--- src/core/power_down_pkg.sv ---
// constants and types shared by the rtc power-down control block
`default_nettype none
package power_down_pkg;

   // ***************************************************
   // register byte offsets
   // ***************************************************
   localparam logic [15:0] RTC_POWER_MANAGEMENT_OFFSET = 16'h1930;
   localparam logic [15:0] USB_REGULATOR_CONTROL_OFFSET = 16'h7004;
   localparam logic [15:0] EVENT_STATUS_OFFSET = 16'h7008;
   localparam logic [15:0] EVENT_MASK_OFFSET = 16'h700c;

   // ***************************************************
   // field positions and reset values
   // ***************************************************
   localparam int PM_WIDTH = 5;
   localparam int CLOCK_OUT_BIT = 0;
   localparam int REGULATOR_SHUTDOWN_BIT = 1;
   localparam int REFERENCE_SHUTDOWN_BIT = 2;
   localparam int ROUSE_DIR_BIT = 3;
   localparam int ROUSE_OUT_BIT = 4;
   localparam logic [4:0] PM_RESET = 5'h10;
   localparam logic USB_ENABLE_RESET = 1'b0;
   localparam int EVENT_WIDTH = 2;
   localparam int WAKE_TAKEN_BIT = 0;
   localparam int RECOVERY_DONE_BIT = 1;
   localparam logic [1:0] EVENT_RESET = 2'h0;

   // ***************************************************
   // bus answers
   // ***************************************************
   localparam logic [1:0] RESP_OKAY = 2'h0;
   localparam logic [1:0] RESP_SLVERR = 2'h2;

   // ***************************************************
   // timing: reference recovery after a full shutdown, regulator settling after a regulator shutdown
   // ***************************************************
   localparam longint unsigned CLOCK_HZ = 64'd40000000;
   localparam longint unsigned REFERENCE_RECOVERY_MS = 64'd100;
   localparam longint unsigned REFERENCE_RECOVERY_CYCLES =
      (REFERENCE_RECOVERY_MS * CLOCK_HZ) / 64'd1000;
   localparam int unsigned REGULATOR_SETTLE_CYCLES = 1;

   // ***************************************************
   // sequencer states, gray coded along run-shutdown-recover
   // ***************************************************
   typedef enum logic [1:0]
   {
      ST_RUN = 2'b00,
      ST_SHUTDOWN = 2'b01,
      ST_RECOVER = 2'b11
   } power_state_t;

endpackage
`default_nettype wire

--- src/core/rtc_power_control.sv ---
// rtc-domain power-down control with axi4-lite register access
`timescale 1ns/1ps
`default_nettype none
module rtc_power_control
#(
   parameter int ADDR_W = 16,
   parameter int unsigned REFERENCE_RECOVERY_CYCLES =
      int'(power_down_pkg::REFERENCE_RECOVERY_CYCLES)
)
(
   input wire logic aclk,
   input wire logic aresetn,
   input wire logic [ADDR_W-1:0] s_axi_awaddr,
   input wire logic [2:0] s_axi_awprot,
   input wire logic s_axi_awvalid,
   output logic s_axi_awready,
   input wire logic [31:0] s_axi_wdata,
   input wire logic [3:0] s_axi_wstrb,
   input wire logic s_axi_wvalid,
   output logic s_axi_wready,
   output logic [1:0] s_axi_bresp,
   output logic s_axi_bvalid,
   input wire logic s_axi_bready,
   input wire logic [ADDR_W-1:0] s_axi_araddr,
   input wire logic [2:0] s_axi_arprot,
   input wire logic s_axi_arvalid,
   output logic s_axi_arready,
   output logic [31:0] s_axi_rdata,
   output logic [1:0] s_axi_rresp,
   output logic s_axi_rvalid,
   input wire logic s_axi_rready,
   input wire logic rouse_pin_in,
   output logic rouse_pin_out,
   output logic rouse_pin_oe,
   input wire logic rtc_alarm,
   output logic rtc_clock_output_enable,
   output logic reference_on,
   output logic analog_regulator_on,
   output logic analog_por_on,
   output logic usb_core_regulator_on,
   output logic regulators_ready,
   output logic irq
);

   // ***************************************************
   // decode helpers
   // ***************************************************

   // word-aligned address match against a byte offset
   function automatic logic hit(input logic [ADDR_W-1:0] addr,
                                input logic [15:0] offset);
      hit = (addr[ADDR_W-1:2] == offset[ADDR_W-1:2]);
   endfunction

   function automatic logic mapped(input logic [ADDR_W-1:0] addr);
      mapped = hit(addr, power_down_pkg::RTC_POWER_MANAGEMENT_OFFSET) ||
               hit(addr, power_down_pkg::USB_REGULATOR_CONTROL_OFFSET) ||
               hit(addr, power_down_pkg::EVENT_STATUS_OFFSET) ||
               hit(addr, power_down_pkg::EVENT_MASK_OFFSET);
   endfunction

   // ***************************************************
   // state
   // ***************************************************
   logic [4:0] pm;
   logic usb_regulator_enable;
   logic [1:0] event_status;
   logic [1:0] event_mask;
   power_down_pkg::power_state_t state;
   power_down_pkg::power_state_t next_state;
   logic full_shutdown;
   logic aw_held;
   logic [ADDR_W-1:0] aw_addr;
   logic w_held;
   logic [31:0] w_data;
   logic [3:0] w_strb;
   logic [4:0] next_pm;
   logic next_usb_enable;
   logic [1:0] next_status;
   logic [1:0] next_mask;
   logic next_full_shutdown;
   logic [31:0] timer_remaining;
   logic timer_expired;

   // ***************************************************
   // axi4-lite handshakes
   // ***************************************************
   wire write_fire = aw_held && w_held && !s_axi_bvalid;
   wire wr_low = write_fire && w_strb[0];
   wire wr_pm = wr_low &&
      hit(aw_addr, power_down_pkg::RTC_POWER_MANAGEMENT_OFFSET);
   wire wr_usb = wr_low &&
      hit(aw_addr, power_down_pkg::USB_REGULATOR_CONTROL_OFFSET);
   wire wr_status = wr_low &&
      hit(aw_addr, power_down_pkg::EVENT_STATUS_OFFSET);
   wire wr_mask = wr_low &&
      hit(aw_addr, power_down_pkg::EVENT_MASK_OFFSET);
   wire read_fire = s_axi_arvalid && s_axi_arready;

   assign s_axi_awready = !aw_held;
   assign s_axi_wready = !w_held;
   assign s_axi_arready = !s_axi_rvalid;

   // address and data are held separately, taken in either order
   always_ff @(posedge aclk)
   begin
      if (!aresetn)
      begin
         aw_held <= 1'b0;
         aw_addr <= '0;
      end
      else if (s_axi_awvalid && s_axi_awready)
      begin
         aw_held <= 1'b1;
         aw_addr <= s_axi_awaddr;
      end
      else if (write_fire)
         aw_held <= 1'b0;
   end

   always_ff @(posedge aclk)
   begin
      if (!aresetn)
      begin
         w_held <= 1'b0;
         w_data <= '0;
         w_strb <= '0;
      end
      else if (s_axi_wvalid && s_axi_wready)
      begin
         w_held <= 1'b1;
         w_data <= s_axi_wdata;
         w_strb <= s_axi_wstrb;
      end
      else if (write_fire)
         w_held <= 1'b0;
   end

   // write response, error for an unmapped word
   always_ff @(posedge aclk)
   begin
      if (!aresetn)
      begin
         s_axi_bvalid <= 1'b0;
         s_axi_bresp <= power_down_pkg::RESP_OKAY;
      end
      else if (write_fire)
      begin
         s_axi_bvalid <= 1'b1;
         s_axi_bresp <= mapped(aw_addr) ? power_down_pkg::RESP_OKAY :
                        power_down_pkg::RESP_SLVERR;
      end
      else if (s_axi_bready)
         s_axi_bvalid <= 1'b0;
   end

   // read words, reserved bits always zero
   wire [31:0] pm_word = {27'h0, pm};
   wire [31:0] usb_word = {31'h0, usb_regulator_enable};
   wire [31:0] status_word = {30'h0, event_status};
   wire [31:0] mask_word = {30'h0, event_mask};
   wire [31:0] read_word =
      hit(s_axi_araddr, power_down_pkg::RTC_POWER_MANAGEMENT_OFFSET) ?
         pm_word :
      hit(s_axi_araddr, power_down_pkg::USB_REGULATOR_CONTROL_OFFSET) ?
         usb_word :
      hit(s_axi_araddr, power_down_pkg::EVENT_STATUS_OFFSET) ?
         status_word :
      hit(s_axi_araddr, power_down_pkg::EVENT_MASK_OFFSET) ?
         mask_word : 32'h0;

   // read answer one cycle after the address is taken
   always_ff @(posedge aclk)
   begin
      if (!aresetn)
      begin
         s_axi_rvalid <= 1'b0;
         s_axi_rdata <= '0;
         s_axi_rresp <= power_down_pkg::RESP_OKAY;
      end
      else if (read_fire)
      begin
         s_axi_rvalid <= 1'b1;
         s_axi_rdata <= read_word;
         s_axi_rresp <= mapped(s_axi_araddr) ? power_down_pkg::RESP_OKAY :
                        power_down_pkg::RESP_SLVERR;
      end
      else if (s_axi_rready)
         s_axi_rvalid <= 1'b0;
   end

   // ***************************************************
   // wake qualification and sequencing
   // ***************************************************

   // pin counts only as an input; alarm always counts
   wire pin_wake = !pm[power_down_pkg::ROUSE_DIR_BIT] &&
                   rouse_pin_in;
   wire wake_event = (state == power_down_pkg::ST_SHUTDOWN) &&
                     (pin_wake || rtc_alarm);
   wire shutdown_req = pm[power_down_pkg::REFERENCE_SHUTDOWN_BIT] ||
                       pm[power_down_pkg::REGULATOR_SHUTDOWN_BIT];
   wire recovery_done = (state == power_down_pkg::ST_RECOVER) &&
                        timer_expired && !shutdown_req;
   wire [31:0] recovery_load = full_shutdown ?
      32'(REFERENCE_RECOVERY_CYCLES) :
      32'(power_down_pkg::REGULATOR_SETTLE_CYCLES);

   // state transitions; shutdown only ends on a wake event
   always_comb
   begin
      next_state = state;
      case (state)
         power_down_pkg::ST_RUN:
            if (shutdown_req)
               next_state = power_down_pkg::ST_SHUTDOWN;
         power_down_pkg::ST_SHUTDOWN:
            if (wake_event)
               next_state = power_down_pkg::ST_RECOVER;
         power_down_pkg::ST_RECOVER:
            if (shutdown_req)
               next_state = power_down_pkg::ST_SHUTDOWN;
            else if (timer_expired)
               next_state = power_down_pkg::ST_RUN;
         default:
            next_state = power_down_pkg::ST_RUN;
      endcase
   end

   // kind of shutdown caught on entry, full one dominates
   assign next_full_shutdown =
      (next_state == power_down_pkg::ST_SHUTDOWN &&
       state != power_down_pkg::ST_SHUTDOWN) ?
         pm[power_down_pkg::REFERENCE_SHUTDOWN_BIT] : full_shutdown;

   always_ff @(posedge aclk)
   begin
      if (!aresetn)
      begin
         state <= power_down_pkg::ST_RUN;
         full_shutdown <= 1'b0;
      end
      else
      begin
         state <= next_state;
         full_shutdown <= next_full_shutdown;
      end
   end

   recovery_timer #(
      .CW(32)
   ) u_timer (
      .aclk(aclk),
      .aresetn(aresetn),
      .load(wake_event),
      .load_value(recovery_load),
      .remaining(timer_remaining),
      .expired(timer_expired)
   );

   // ***************************************************
   // register updates
   // ***************************************************

   // wake clears the shutdown bits; a software write in that cycle wins
   always_comb
   begin
      next_pm = pm;
      if (wake_event)
      begin
         next_pm[power_down_pkg::REFERENCE_SHUTDOWN_BIT] = 1'b0;
         next_pm[power_down_pkg::REGULATOR_SHUTDOWN_BIT] = 1'b0;
      end
      if (wr_pm)
         next_pm = w_data[4:0];
   end

   assign next_usb_enable = wr_usb ? w_data[0] : usb_regulator_enable;

   // sticky events: set wins over a write-one clear
   assign next_status =
      (wr_status ? (event_status & ~w_data[1:0]) : event_status) |
      {recovery_done, wake_event};
   assign next_mask = wr_mask ? w_data[1:0] : event_mask;

   always_ff @(posedge aclk)
   begin
      if (!aresetn)
      begin
         pm <= power_down_pkg::PM_RESET;
         usb_regulator_enable <= power_down_pkg::USB_ENABLE_RESET;
         event_status <= power_down_pkg::EVENT_RESET;
         event_mask <= power_down_pkg::EVENT_RESET;
      end
      else
      begin
         pm <= next_pm;
         usb_regulator_enable <= next_usb_enable;
         event_status <= next_status;
         event_mask <= next_mask;
      end
   end

   assign irq = |(event_status & event_mask);

   // ***************************************************
   // supply and pin outputs
   // ***************************************************
   wire next_off = (next_state == power_down_pkg::ST_SHUTDOWN);

   // registered enables follow the state entered at this edge
   always_ff @(posedge aclk)
   begin
      if (!aresetn)
      begin
         reference_on <= 1'b1;
         analog_regulator_on <= 1'b1;
         analog_por_on <= 1'b1;
         usb_core_regulator_on <= 1'b0;
         regulators_ready <= 1'b1;
         rtc_clock_output_enable <= 1'b0;
         rouse_pin_oe <= 1'b0;
      end
      else
      begin
         reference_on <= !(next_off && next_full_shutdown);
         analog_regulator_on <= !next_off;
         analog_por_on <= !next_off;
         usb_core_regulator_on <= !next_off && next_usb_enable;
         regulators_ready <= (next_state == power_down_pkg::ST_RUN);
         rtc_clock_output_enable <=
            next_pm[power_down_pkg::CLOCK_OUT_BIT];
         rouse_pin_oe <= next_pm[power_down_pkg::ROUSE_DIR_BIT] &&
            !next_pm[power_down_pkg::ROUSE_OUT_BIT];
      end
   end

   // open drain: only ever pulls low
   assign rouse_pin_out = 1'b0;
endmodule
`default_nettype wire

--- src/core/recovery_timer.sv ---
// down-counter that times the regulator and reference recovery
`timescale 1ns/1ps
`default_nettype none
module recovery_timer
#(
   parameter int CW = 32
)
(
   input wire logic aclk,
   input wire logic aresetn,
   input wire logic load,
   input wire logic [CW-1:0] load_value,
   output logic [CW-1:0] remaining,
   output logic expired
);

   // load wins; otherwise count down to zero and stay
   always_ff @(posedge aclk)
   begin
      if (!aresetn)
         remaining <= '0;
      else if (load)
         remaining <= load_value;
      else if (remaining != '0)
         remaining <= remaining - 1'b1;
   end

   assign expired = (remaining == '0);

endmodule
`default_nettype wire

--- config.mk ---
export PLATFORM = sky130hd
export DESIGN_NAME = rtc_power_control
export DESIGN_NICKNAME = d
export VERILOG_FILES = /design/src/core/power_down_pkg.sv /design/src/core/rtc_power_control.sv /design/src/core/recovery_timer.sv
export SDC_FILE = /design/constraint.sdc
export NUM_CORES = 1
export LEC_CHECK = 0
export BUFFER_PORTS_ARGS = -buffer_cell sky130_fd_sc_hd__buf_4
export CORE_MARGIN = 2
export CORE_UTILIZATION = 30
export DETAILED_ROUTE_END_ITERATION = 8
export SYNTH_ARGS = -nofsm -noshare
export SYNTH_HDL_FRONTEND = slang
export SYNTH_SLANG_ARGS = --single-unit
export TNS_END_PERCENT = 5
--- constraint.sdc ---
create_clock -name aclk -period 3.1 [get_ports aclk]
set_input_delay 0.465 -clock aclk [delete_from_list [all_inputs] [get_ports aclk]]
set_output_delay 0.465 -clock aclk [all_outputs]
set_load 0.005 [all_outputs]
==> results of run 1 <==
## report_power, final
| part | leakage, uW | switching, uW | internal, uW |
|---|---|---|---|
| combinational | 0.00114 | 805 | 620 |
| sequential | 0.000661 | 155 | 1200 |
| clock | 0.000142 | 429 | 650 |
## layout make-up
class	count	area (sq um)	share of cell area (%)
inverter	9	33.8	0.703
clock buffer	11	243	5.05
multi-input combinational	358	2090	43.5
timing repair buffer	71	533	11.1
tap	176	220	4.59
sequential	81	1620	33.8
clock inverter	5	62.6	1.30
## per-layer routing
| layer | GRT usage, % | part of all wire, % | vias to the layer above |
|---|---|---|---|
| li1 | - | - | 1758 |
| met1 | 15.8 | 43 | 1625 |
| met2 | 23.8 | 52 | 76 |
| met3 | 3.07 | 4.5 | 9 |
| met4 | 3.20 | 0.88 | 0 |
| met5 | 0 | 0 | - |
## kinds of logic after synthesis
family | share of synthesized area [%]
multiplexers | 3.88
AND/OR/NAND/NOR | 29.6
flip-flops | 40.8
XOR/XNOR | 1.32
adder cells (fa/ha/maj) | 0.630
buffers and inverters | 9.33
AO/OA/AOI/OAI | 14.3
other | 0.0944
## per-stage QoR
step | cell area [sq um] | util (%) | hold WS (ns) | setup slack, ns
floorplan | 4080 | - | 0.432 | 0.615
global placement | 4500 | 34.4 | 0.445 | 0.501
detailed placement | 4500 | 34.4 | 0.446 | 0.483
CTS | 4800 | 36.7 | 0.302 | 0.466
global route | 4800 | 36.7 | 0.317 | 0.370
finish | 4800 | 36.7 | 0.312 | 0.448
## worst min-delay path by stage
stage | startpoint | to | slack, ns
detailed placement | s_axi_rdata[2]$_SDFFE_PN0P_ | s_axi_rdata[2]$_SDFFE_PN0P_ | 0.45
CTS | s_axi_rready | s_axi_rvalid$_SDFFE_PN0P_ | 0.30
finish | s_axi_rready | s_axi_rvalid$_SDFFE_PN0P_ | 0.31
global route | s_axi_rready | s_axi_rvalid$_SDFFE_PN0P_ | 0.32
global placement | s_axi_rresp[1]$_SDFFE_PN0P_ | s_axi_rresp[1]$_SDFFE_PN0P_ | 0.44
floorplan | aw_addr[12]$_SDFFE_PN0P_ | aw_addr[12]$_SDFFE_PN0P_ | 0.43
## sequential cells by signal (all words and copies together) (netlist names)
register               flops
analog_por_on              1
aw_addr                   14
aw_held                    1
event_mask                 2
event_status               2
full_shutdown              1
pm                         5
reference_on               1
regulators_ready           1
rouse_pin_oe               1
s_axi_bresp                1
s_axi_bvalid               1
s_axi_rdata                5
s_axi_rresp                1
s_axi_rvalid               1
state                      2
u_timer.remaining         32
usb_core_regulator_on      1
usb_regulator_enable       1
w_data                     5
w_held                     1
w_strb                     1
## layout by cell type (no fill, tap or decap), types with 8 or more instances in the layout
cell                        netlist  layout
sky130_fd_sc_hd__nand4_1         10      10
sky130_fd_sc_hd__or3_1           11      11
sky130_fd_sc_hd__nand3_1         12      12
sky130_fd_sc_hd__nand2_1         61      61
sky130_fd_sc_hd__dfxtp_1         81      81
sky130_fd_sc_hd__mux2i_1         12      12
sky130_fd_sc_hd__nor2_1          37      37
sky130_fd_sc_hd__o31ai_1         13      13
sky130_fd_sc_hd__buf_4           32      71
sky130_fd_sc_hd__nor3_1           9       9
sky130_fd_sc_hd__conb_1           1      30
sky130_fd_sc_hd__or4_1           14      14
sky130_fd_sc_hd__a21oi_1         43      43
sky130_fd_sc_hd__nor4_1           8       8
sky130_fd_sc_hd__inv_1            8       8
sky130_fd_sc_hd__clkbuf_16        0       9
==> PnR_summary.wiki, run 1 <==
{| class="wikitable"
! Metric !! Value
|-
| Result of the run || finished clean
|-
| Postcts setup bufs || 0
|-
| Insertion delay of the later-clocked pin in the worst-skew pair || 0.33 ns
|-
| CTS Root Cell || sky130_fd_sc_hd__clkbuf_16
|-
| Cell with the most instances on the worst path || sky130_fd_sc_hd__or4_4
|-
| Number of enable-type register cells in the synthesized netlist || 0
|-
| Total Neg Setup Slack || 0 ns
|-
| Power Density || 803 nW/um^2
|-
| Maximum clock insertion buffer count || 2
|-
| Worst setup path category || register to register
|-
| Library cell contributing the largest single delay on the critical path || sky130_fd_sc_hd__or4_4
|-
| Residual DRC count || 0
|-
| Height of the die || approximately 120 microns
|-
| Final HPWL from detailed placement || 6710 microns
|-
| Area of the die || 14200 sq um
|-
| Cell depth of the worst min-delay path || 2
|-
| Dpl cells || ~700
|-
| CTS HTree Levels || 3
|-
| Post-route minimum period || 2.65 ns
|-
| Critical path data required time || 3.33 ns
|-
| Filler Cell Count || around 1300
|-
| Worst-case headroom to the max-slew limit || 49.0%
|-
| Post-route antenna net violation count || 0
|-
| Synth-to-Final Area Change || 20.9%
|-
| Maximum resistive drop on vdd || 0.000312 V
|-
| Most common cell in the netlist || sky130_fd_sc_hd__dfxtp_1
|-
| Worst Setup End Kind || register
|-
| Reg2reg setup slack || 0.45 ns
|-
| Post-CTS Hold Fix Bufs || 0
|-
| Worst setup path end || u_timer.remaining[0]$_SDFFE_PN0P_
|-
| Num CTS Buffers || 9
|-
| Worst clock skew || 0.00877 ns
|-
| Overflow after GRT || 0
|-
| Maximum achievable frequency || 0.377 GHz
|-
| Antenna violations before repair || 0
|-
| R2R Path End || u_timer.remaining[0]$_SDFFE_PN0P_
|-
| Largest area contributor in the netlist || sky130_fd_sc_hd__dfxtp_1
|-
| Wire length after detailed routing || a little over 9000 microns
|-
| Via count || 3468
|-
| Proportion of netlist area held by the largest area contributor || 40.8%
|-
| Launching instance or port of the critical path || u_timer.remaining[15]$_SDFFE_PN0P_
|-
| Synth Warn # || 0
|-
| Diodes inserted || 0
|-
| WL per Instance || 12.9 microns
|-
| Gpl congestion || 0.770
|-
| Number of cell instances on the worst register-to-register path || 5
|-
| Overall power || between 3000 and 4000 uW
|-
| Fraction of the yosys area taken by sequential cells || 40.8%
|-
| Top fanout value on the critical path || 9
|-
| Count of maximum capacitance violations || 0
|-
| Clock tree from TritonCTS || done
|-
| Transition time at the pin with the least slew margin || 0.759 ns
|-
| Yosys cell types || 62
|-
| Average via count per standard cell || 4.88
|-
| Main area contributors after synthesis || sky130_fd_sc_hd__dfxtp_1 (41%), sky130_fd_sc_hd__buf_4 (6.0%), sky130_fd_sc_hd__nand2_1 (5.8%)
|-
| CP Cell Sequence || or4_4 > or4_4 > or3_1 > or4_1 > o311ai_1
|-
| Lkg Pwr || 0.00194 uW
|-
| Largest net degree at the start of global routing || 40
|-
| Fraction of registers with async set/reset || 0%
|-
| Count of pins over their slew limit || 0
|-
| First-pass GRT wire length || 15500 microns
|-
| Critical path depth in cells || 5
|-
| Class of the most critical hold timing path || input port to register
|-
| Clock-pin slew on the worst setup and hold paths || about 0.060 ns
|-
| Average size of a mapped cell || 8.40 sq um
|-
| Total Routing Usage GR || 13.2%
|-
| Die X || 119 microns
|-
| Delay of the slowest cell on the worst path || 0.59 ns
|-
| Initial cell density of the core || 30.3%
|-
| Count of routing violations after the opening detailed-route iteration || 116
|-
| Buffering stage count on the worst path with inverters included || 0
|-
| Synth cell count leaders || sky130_fd_sc_hd__dfxtp_1 (81), sky130_fd_sc_hd__nand2_1 (61), sky130_fd_sc_hd__a21oi_1 (43)
|-
| Ports placed on the boundary || 133
|-
| Unrepaired setup endpoints after global routing || false
|-
| #FFs+latches synth || 81
|-
| Critical Path Start Type || register
|-
| Number of search-and-repair iterations in the first detailed-routing pass || 4
|-
| Arrival @ worst endpoint || ~2.9 ns
|-
| Fraction of the cycle the final worst path needs || 85.5%
|-
| Main flop type after synthesis || sky130_fd_sc_hd__dfxtp_1
|-
| Cells after Synth || 473
|-
| Post-Synthesis Cell Area || 3970 sq um
|-
| Clk sink count || 81
|-
| Number of global-route vias before repair || 3353
|-
| Post-CTS resize count || 0
|-
| Number of standard-cell rows in the floorplan || 42
|-
| Count of final hold-check violations || 0
|-
| Final setup violation count || 0
|-
| Family of cells with the greatest summed delay on the critical path || simple AND/OR/NAND/NOR gates
|-
| Area inside the core boundary || 13100 sq um
|-
| IO buf count || between 60 and 70
|-
| Share of post-route cells with drive strength above 1 || 19.4%
|-
| Layout net count || 615
|-
| Number of standard cells in the layout, taps in and fillers out || 711
|-
| Reg-to-reg startpoint || u_timer.remaining[15]$_SDFFE_PN0P_
|}
No activity file was read; power rests on OpenSTA's default activity.
==> run 2, diff against run 1 <==
==> constraint.sdc (replaced) <==
create_clock -name aclk -period 3.1 [get_ports aclk]
set_input_delay 0.155 -clock aclk [delete_from_list [all_inputs] [get_ports aclk]]
set_output_delay 0.155 -clock aclk [all_outputs]
set_load 0.005 [all_outputs]
==> PnR_summary.wiki, run 2 (synthesis gave the netlist of run 1 again) <==
{| class="wikitable"
! Metric !! Value
|-
| Delay of the slowest cell on the worst path || 0.58 ns
|-
| CP Cell Sequence || or4_4 > or4_4 > or3_1 > or4_1 > o311ai_1
|-
| Launching instance or port of the critical path || u_timer.remaining[15]$_SDFFE_PN0P_
|-
| Initial cell density of the core || a little under a third
|-
| Most flop-heavy register || u_timer.remaining
|-
| Fin worst setup slack || 0.471 ns
|-
| Most common library cell in the layout ignoring fill and taps || sky130_fd_sc_hd__dfxtp_1
|-
| Lkg Pwr || 0.00195 uW
|-
| Total Neg Setup Slack || 0 ns
|-
| Largest net degree at the start of global routing || 24
|-
| CTS Root Cell || sky130_fd_sc_hd__clkbuf_16
|-
| Wire length after detailed routing || 9110 microns
|-
| Overflow after GRT || 0
|-
| Num CTS Buffers || 9
|-
| Critical path data required time || 3.33 ns
|-
| Largest registers ranked by flip-flop count || u_timer.remaining (32), aw_addr (14)
|-
| Top fanout value on the critical path || 9
|-
| Count of final hold-check violations || 0
|-
| Cell depth of the worst min-delay path || 3
|-
| Residual DRC count || 0
|-
| Via count || 3441
|-
| Worst clock skew || 0.00910 ns
|-
| Fraction of the cycle the final worst path needs || 84.8%
|-
| Final setup violation count || 0
|-
| Reg2reg setup slack || between 0.4 and 0.5 ns
|-
| Gpl congestion || just under 0.8
|-
| Cell with the most instances on the worst path || sky130_fd_sc_hd__or4_4
|-
| Highest-count cells in the layout ignoring fill and taps || sky130_fd_sc_hd__dfxtp_1 (81), sky130_fd_sc_hd__buf_4 (72), sky130_fd_sc_hd__nand2_1 (61)
|-
| Area of the die || 14200 sq um
|-
| Number of cell instances on the worst register-to-register path || 5
|-
| Synth-to-Final Area Change || 21.4%
|-
| Number of search-and-repair iterations in the first detailed-routing pass || 4
|-
| Power Density || 799 nW/um^2
|-
| Reg-to-reg startpoint || u_timer.remaining[15]$_SDFFE_PN0P_
|-
| CTS HTree Levels || 3
|-
| Die X || 119 microns
|-
| Average via count per standard cell || ~4.8
|-
| Critical Path Start Type || register
|-
| Area inside the core boundary || roughly 13000 sq um
|-
| Total Routing Usage GR || 12.9%
|-
| Arrival @ worst endpoint || 2.86 ns
|-
| Maximum resistive drop on vdd || 0.000436 V
|-
| Final HPWL from detailed placement || 6750 microns
|-
| IO buf count || 62
|-
| First-pass GRT wire length || between 15000 and 20000 microns
|-
| Insertion delay of the later-clocked pin in the worst-skew pair || 0.34 ns
|-
| Count of pins over their slew limit || 0
|-
| Worst min-delay path startpoint || s_axi_wvalid
|-
| Result of the run || finished clean
|-
| Worst setup path category || register to register
|-
| Worst Setup Slack post-DPL || between 0.4 and 0.5 ns
|-
| Clock tree from TritonCTS || done
|-
| Worst Setup End Kind || register
|-
| Ports placed on the boundary || 133
|-
| Number of global-route vias before repair || 3138
|-
| Flip-flop count of the largest register after layout || 32
|-
| Diodes inserted || 0
|-
| Height of the die || 119 microns
|-
| Post-route minimum period || 2.63 ns
|-
| R2R Path End || u_timer.remaining[0]$_SDFFE_PN0P_
|-
| Number of standard-cell rows in the floorplan || 42
|-
| Library cell contributing the largest single delay on the critical path || sky130_fd_sc_hd__or4_4
|-
| Clk sink count || about 80
|-
| Unrepaired setup endpoints after global routing || false
|-
| Hold Path End || w_held$_SDFFE_PN0P_
|-
| Maximum achievable frequency || 0.380 GHz
|-
| Clock-pin slew on the worst setup and hold paths || around 0.06 ns
|-
| Maximum clock insertion buffer count || 2
|-
| Post-route antenna net violation count || 0
|-
| WL per Instance || around 13 microns
|-
| Count of routing violations after the opening detailed-route iteration || 105
|-
| Post-CTS resize count || 0
|-
| Antenna violations before repair || 0
|-
| Worst-case headroom to the max-slew limit || between 40% and 50%
|-
| Layout net count || 617
|-
| Transition time at the pin with the least slew margin || around 0.76 ns
|-
| Count of maximum capacitance violations || 0
|-
| Share of post-route cells with drive strength above 1 || 19.6%
|-
| Class of the most critical hold timing path || input port to register
|}
[run 2: cell count changes in the layout (fill, tap and decap cells not counted)]
cell / change
sky130_fd_sc_hd__buf_4: +1
sky130_fd_sc_hd__dlygate4sd3_1: +1
[run 2: layout make-up]
type / instances / area (sq um)
Clock buffer: 11 / 243
Clock inverter: 5 / 62.6
Fill cell: 1348 / 8270
Inverter: 9 / 33.8
Multi-Input combinational cell: 358 / 2090
Sequential cell: 81 / 1620
Tap cell: 176 / 220
Timing Repair Buffer: 73 / 551
[run 2: power by group]
part	switching, uW	leakage (uW)	internal (uW)
clock network	427	0.000142	650
registers	156	0.000661	1200
logic	796	0.00115	622
total	1380	0.00195	2470
[run 2: layer usage]
layer / track usage [%] / up-vias / routed length, microns / share of wire (%)
met2: 21.7 / 70 / 4430 / 49
met1: 16.4 / 1601 / 4240 / 47
li1: - / 1762 / - / -
met5: 0 / - / 0 / 0
met4: 2.90 / 0 / 71 / 0.78
met3: 3.59 / 8 / 362 / 4.0
[run 2: metrics by stage]
step	instances	power, uW	utilization [%]	area (sq um)	hold slack [ns]
detailed placement	696	2780	34.4	4500	0.350
global placement	696	2750	34.4	4500	0.344
floorplan	502	2490	-	4080	0.254
global route	713	4120	36.8	4820	0.0367
finish	713	3850	36.8	4820	0.0346
CTS	713	3880	36.8	4820	0.0297
[run 2: worst max path at each step]
stage                                              endpoint  slack (ns)  depth (start not counted)
final                     u_timer.remaining[0]$_SDFFE_PN0P_        0.47                          5
after global routing      u_timer.remaining[0]$_SDFFE_PN0P_        0.34                          5
after CTS                 u_timer.remaining[0]$_SDFFE_PN0P_        0.46                          5
after detailed placement  u_timer.remaining[0]$_SDFFE_PN0P_        0.48                          5
after global placement    u_timer.remaining[0]$_SDFFE_PN0P_        0.49                          5
after floorplan           u_timer.remaining[0]$_SDFFE_PN0P_        0.62                          7
[run 2: critical path: cells and delay by family (launching register included)]
kind | cells | cell delay [ns]
AND/OR/NAND/NOR | 4 | 2.11
flip-flops | 1 | 0.35
AO/OA/AOI/OAI | 1 | 0.08
[run 2: repair_timing]
action | in CTS | in global routing
hold buffers | 1 | 0
buffers inserted | 0 | 0
endpoints found under the hold margin | 1 | 0
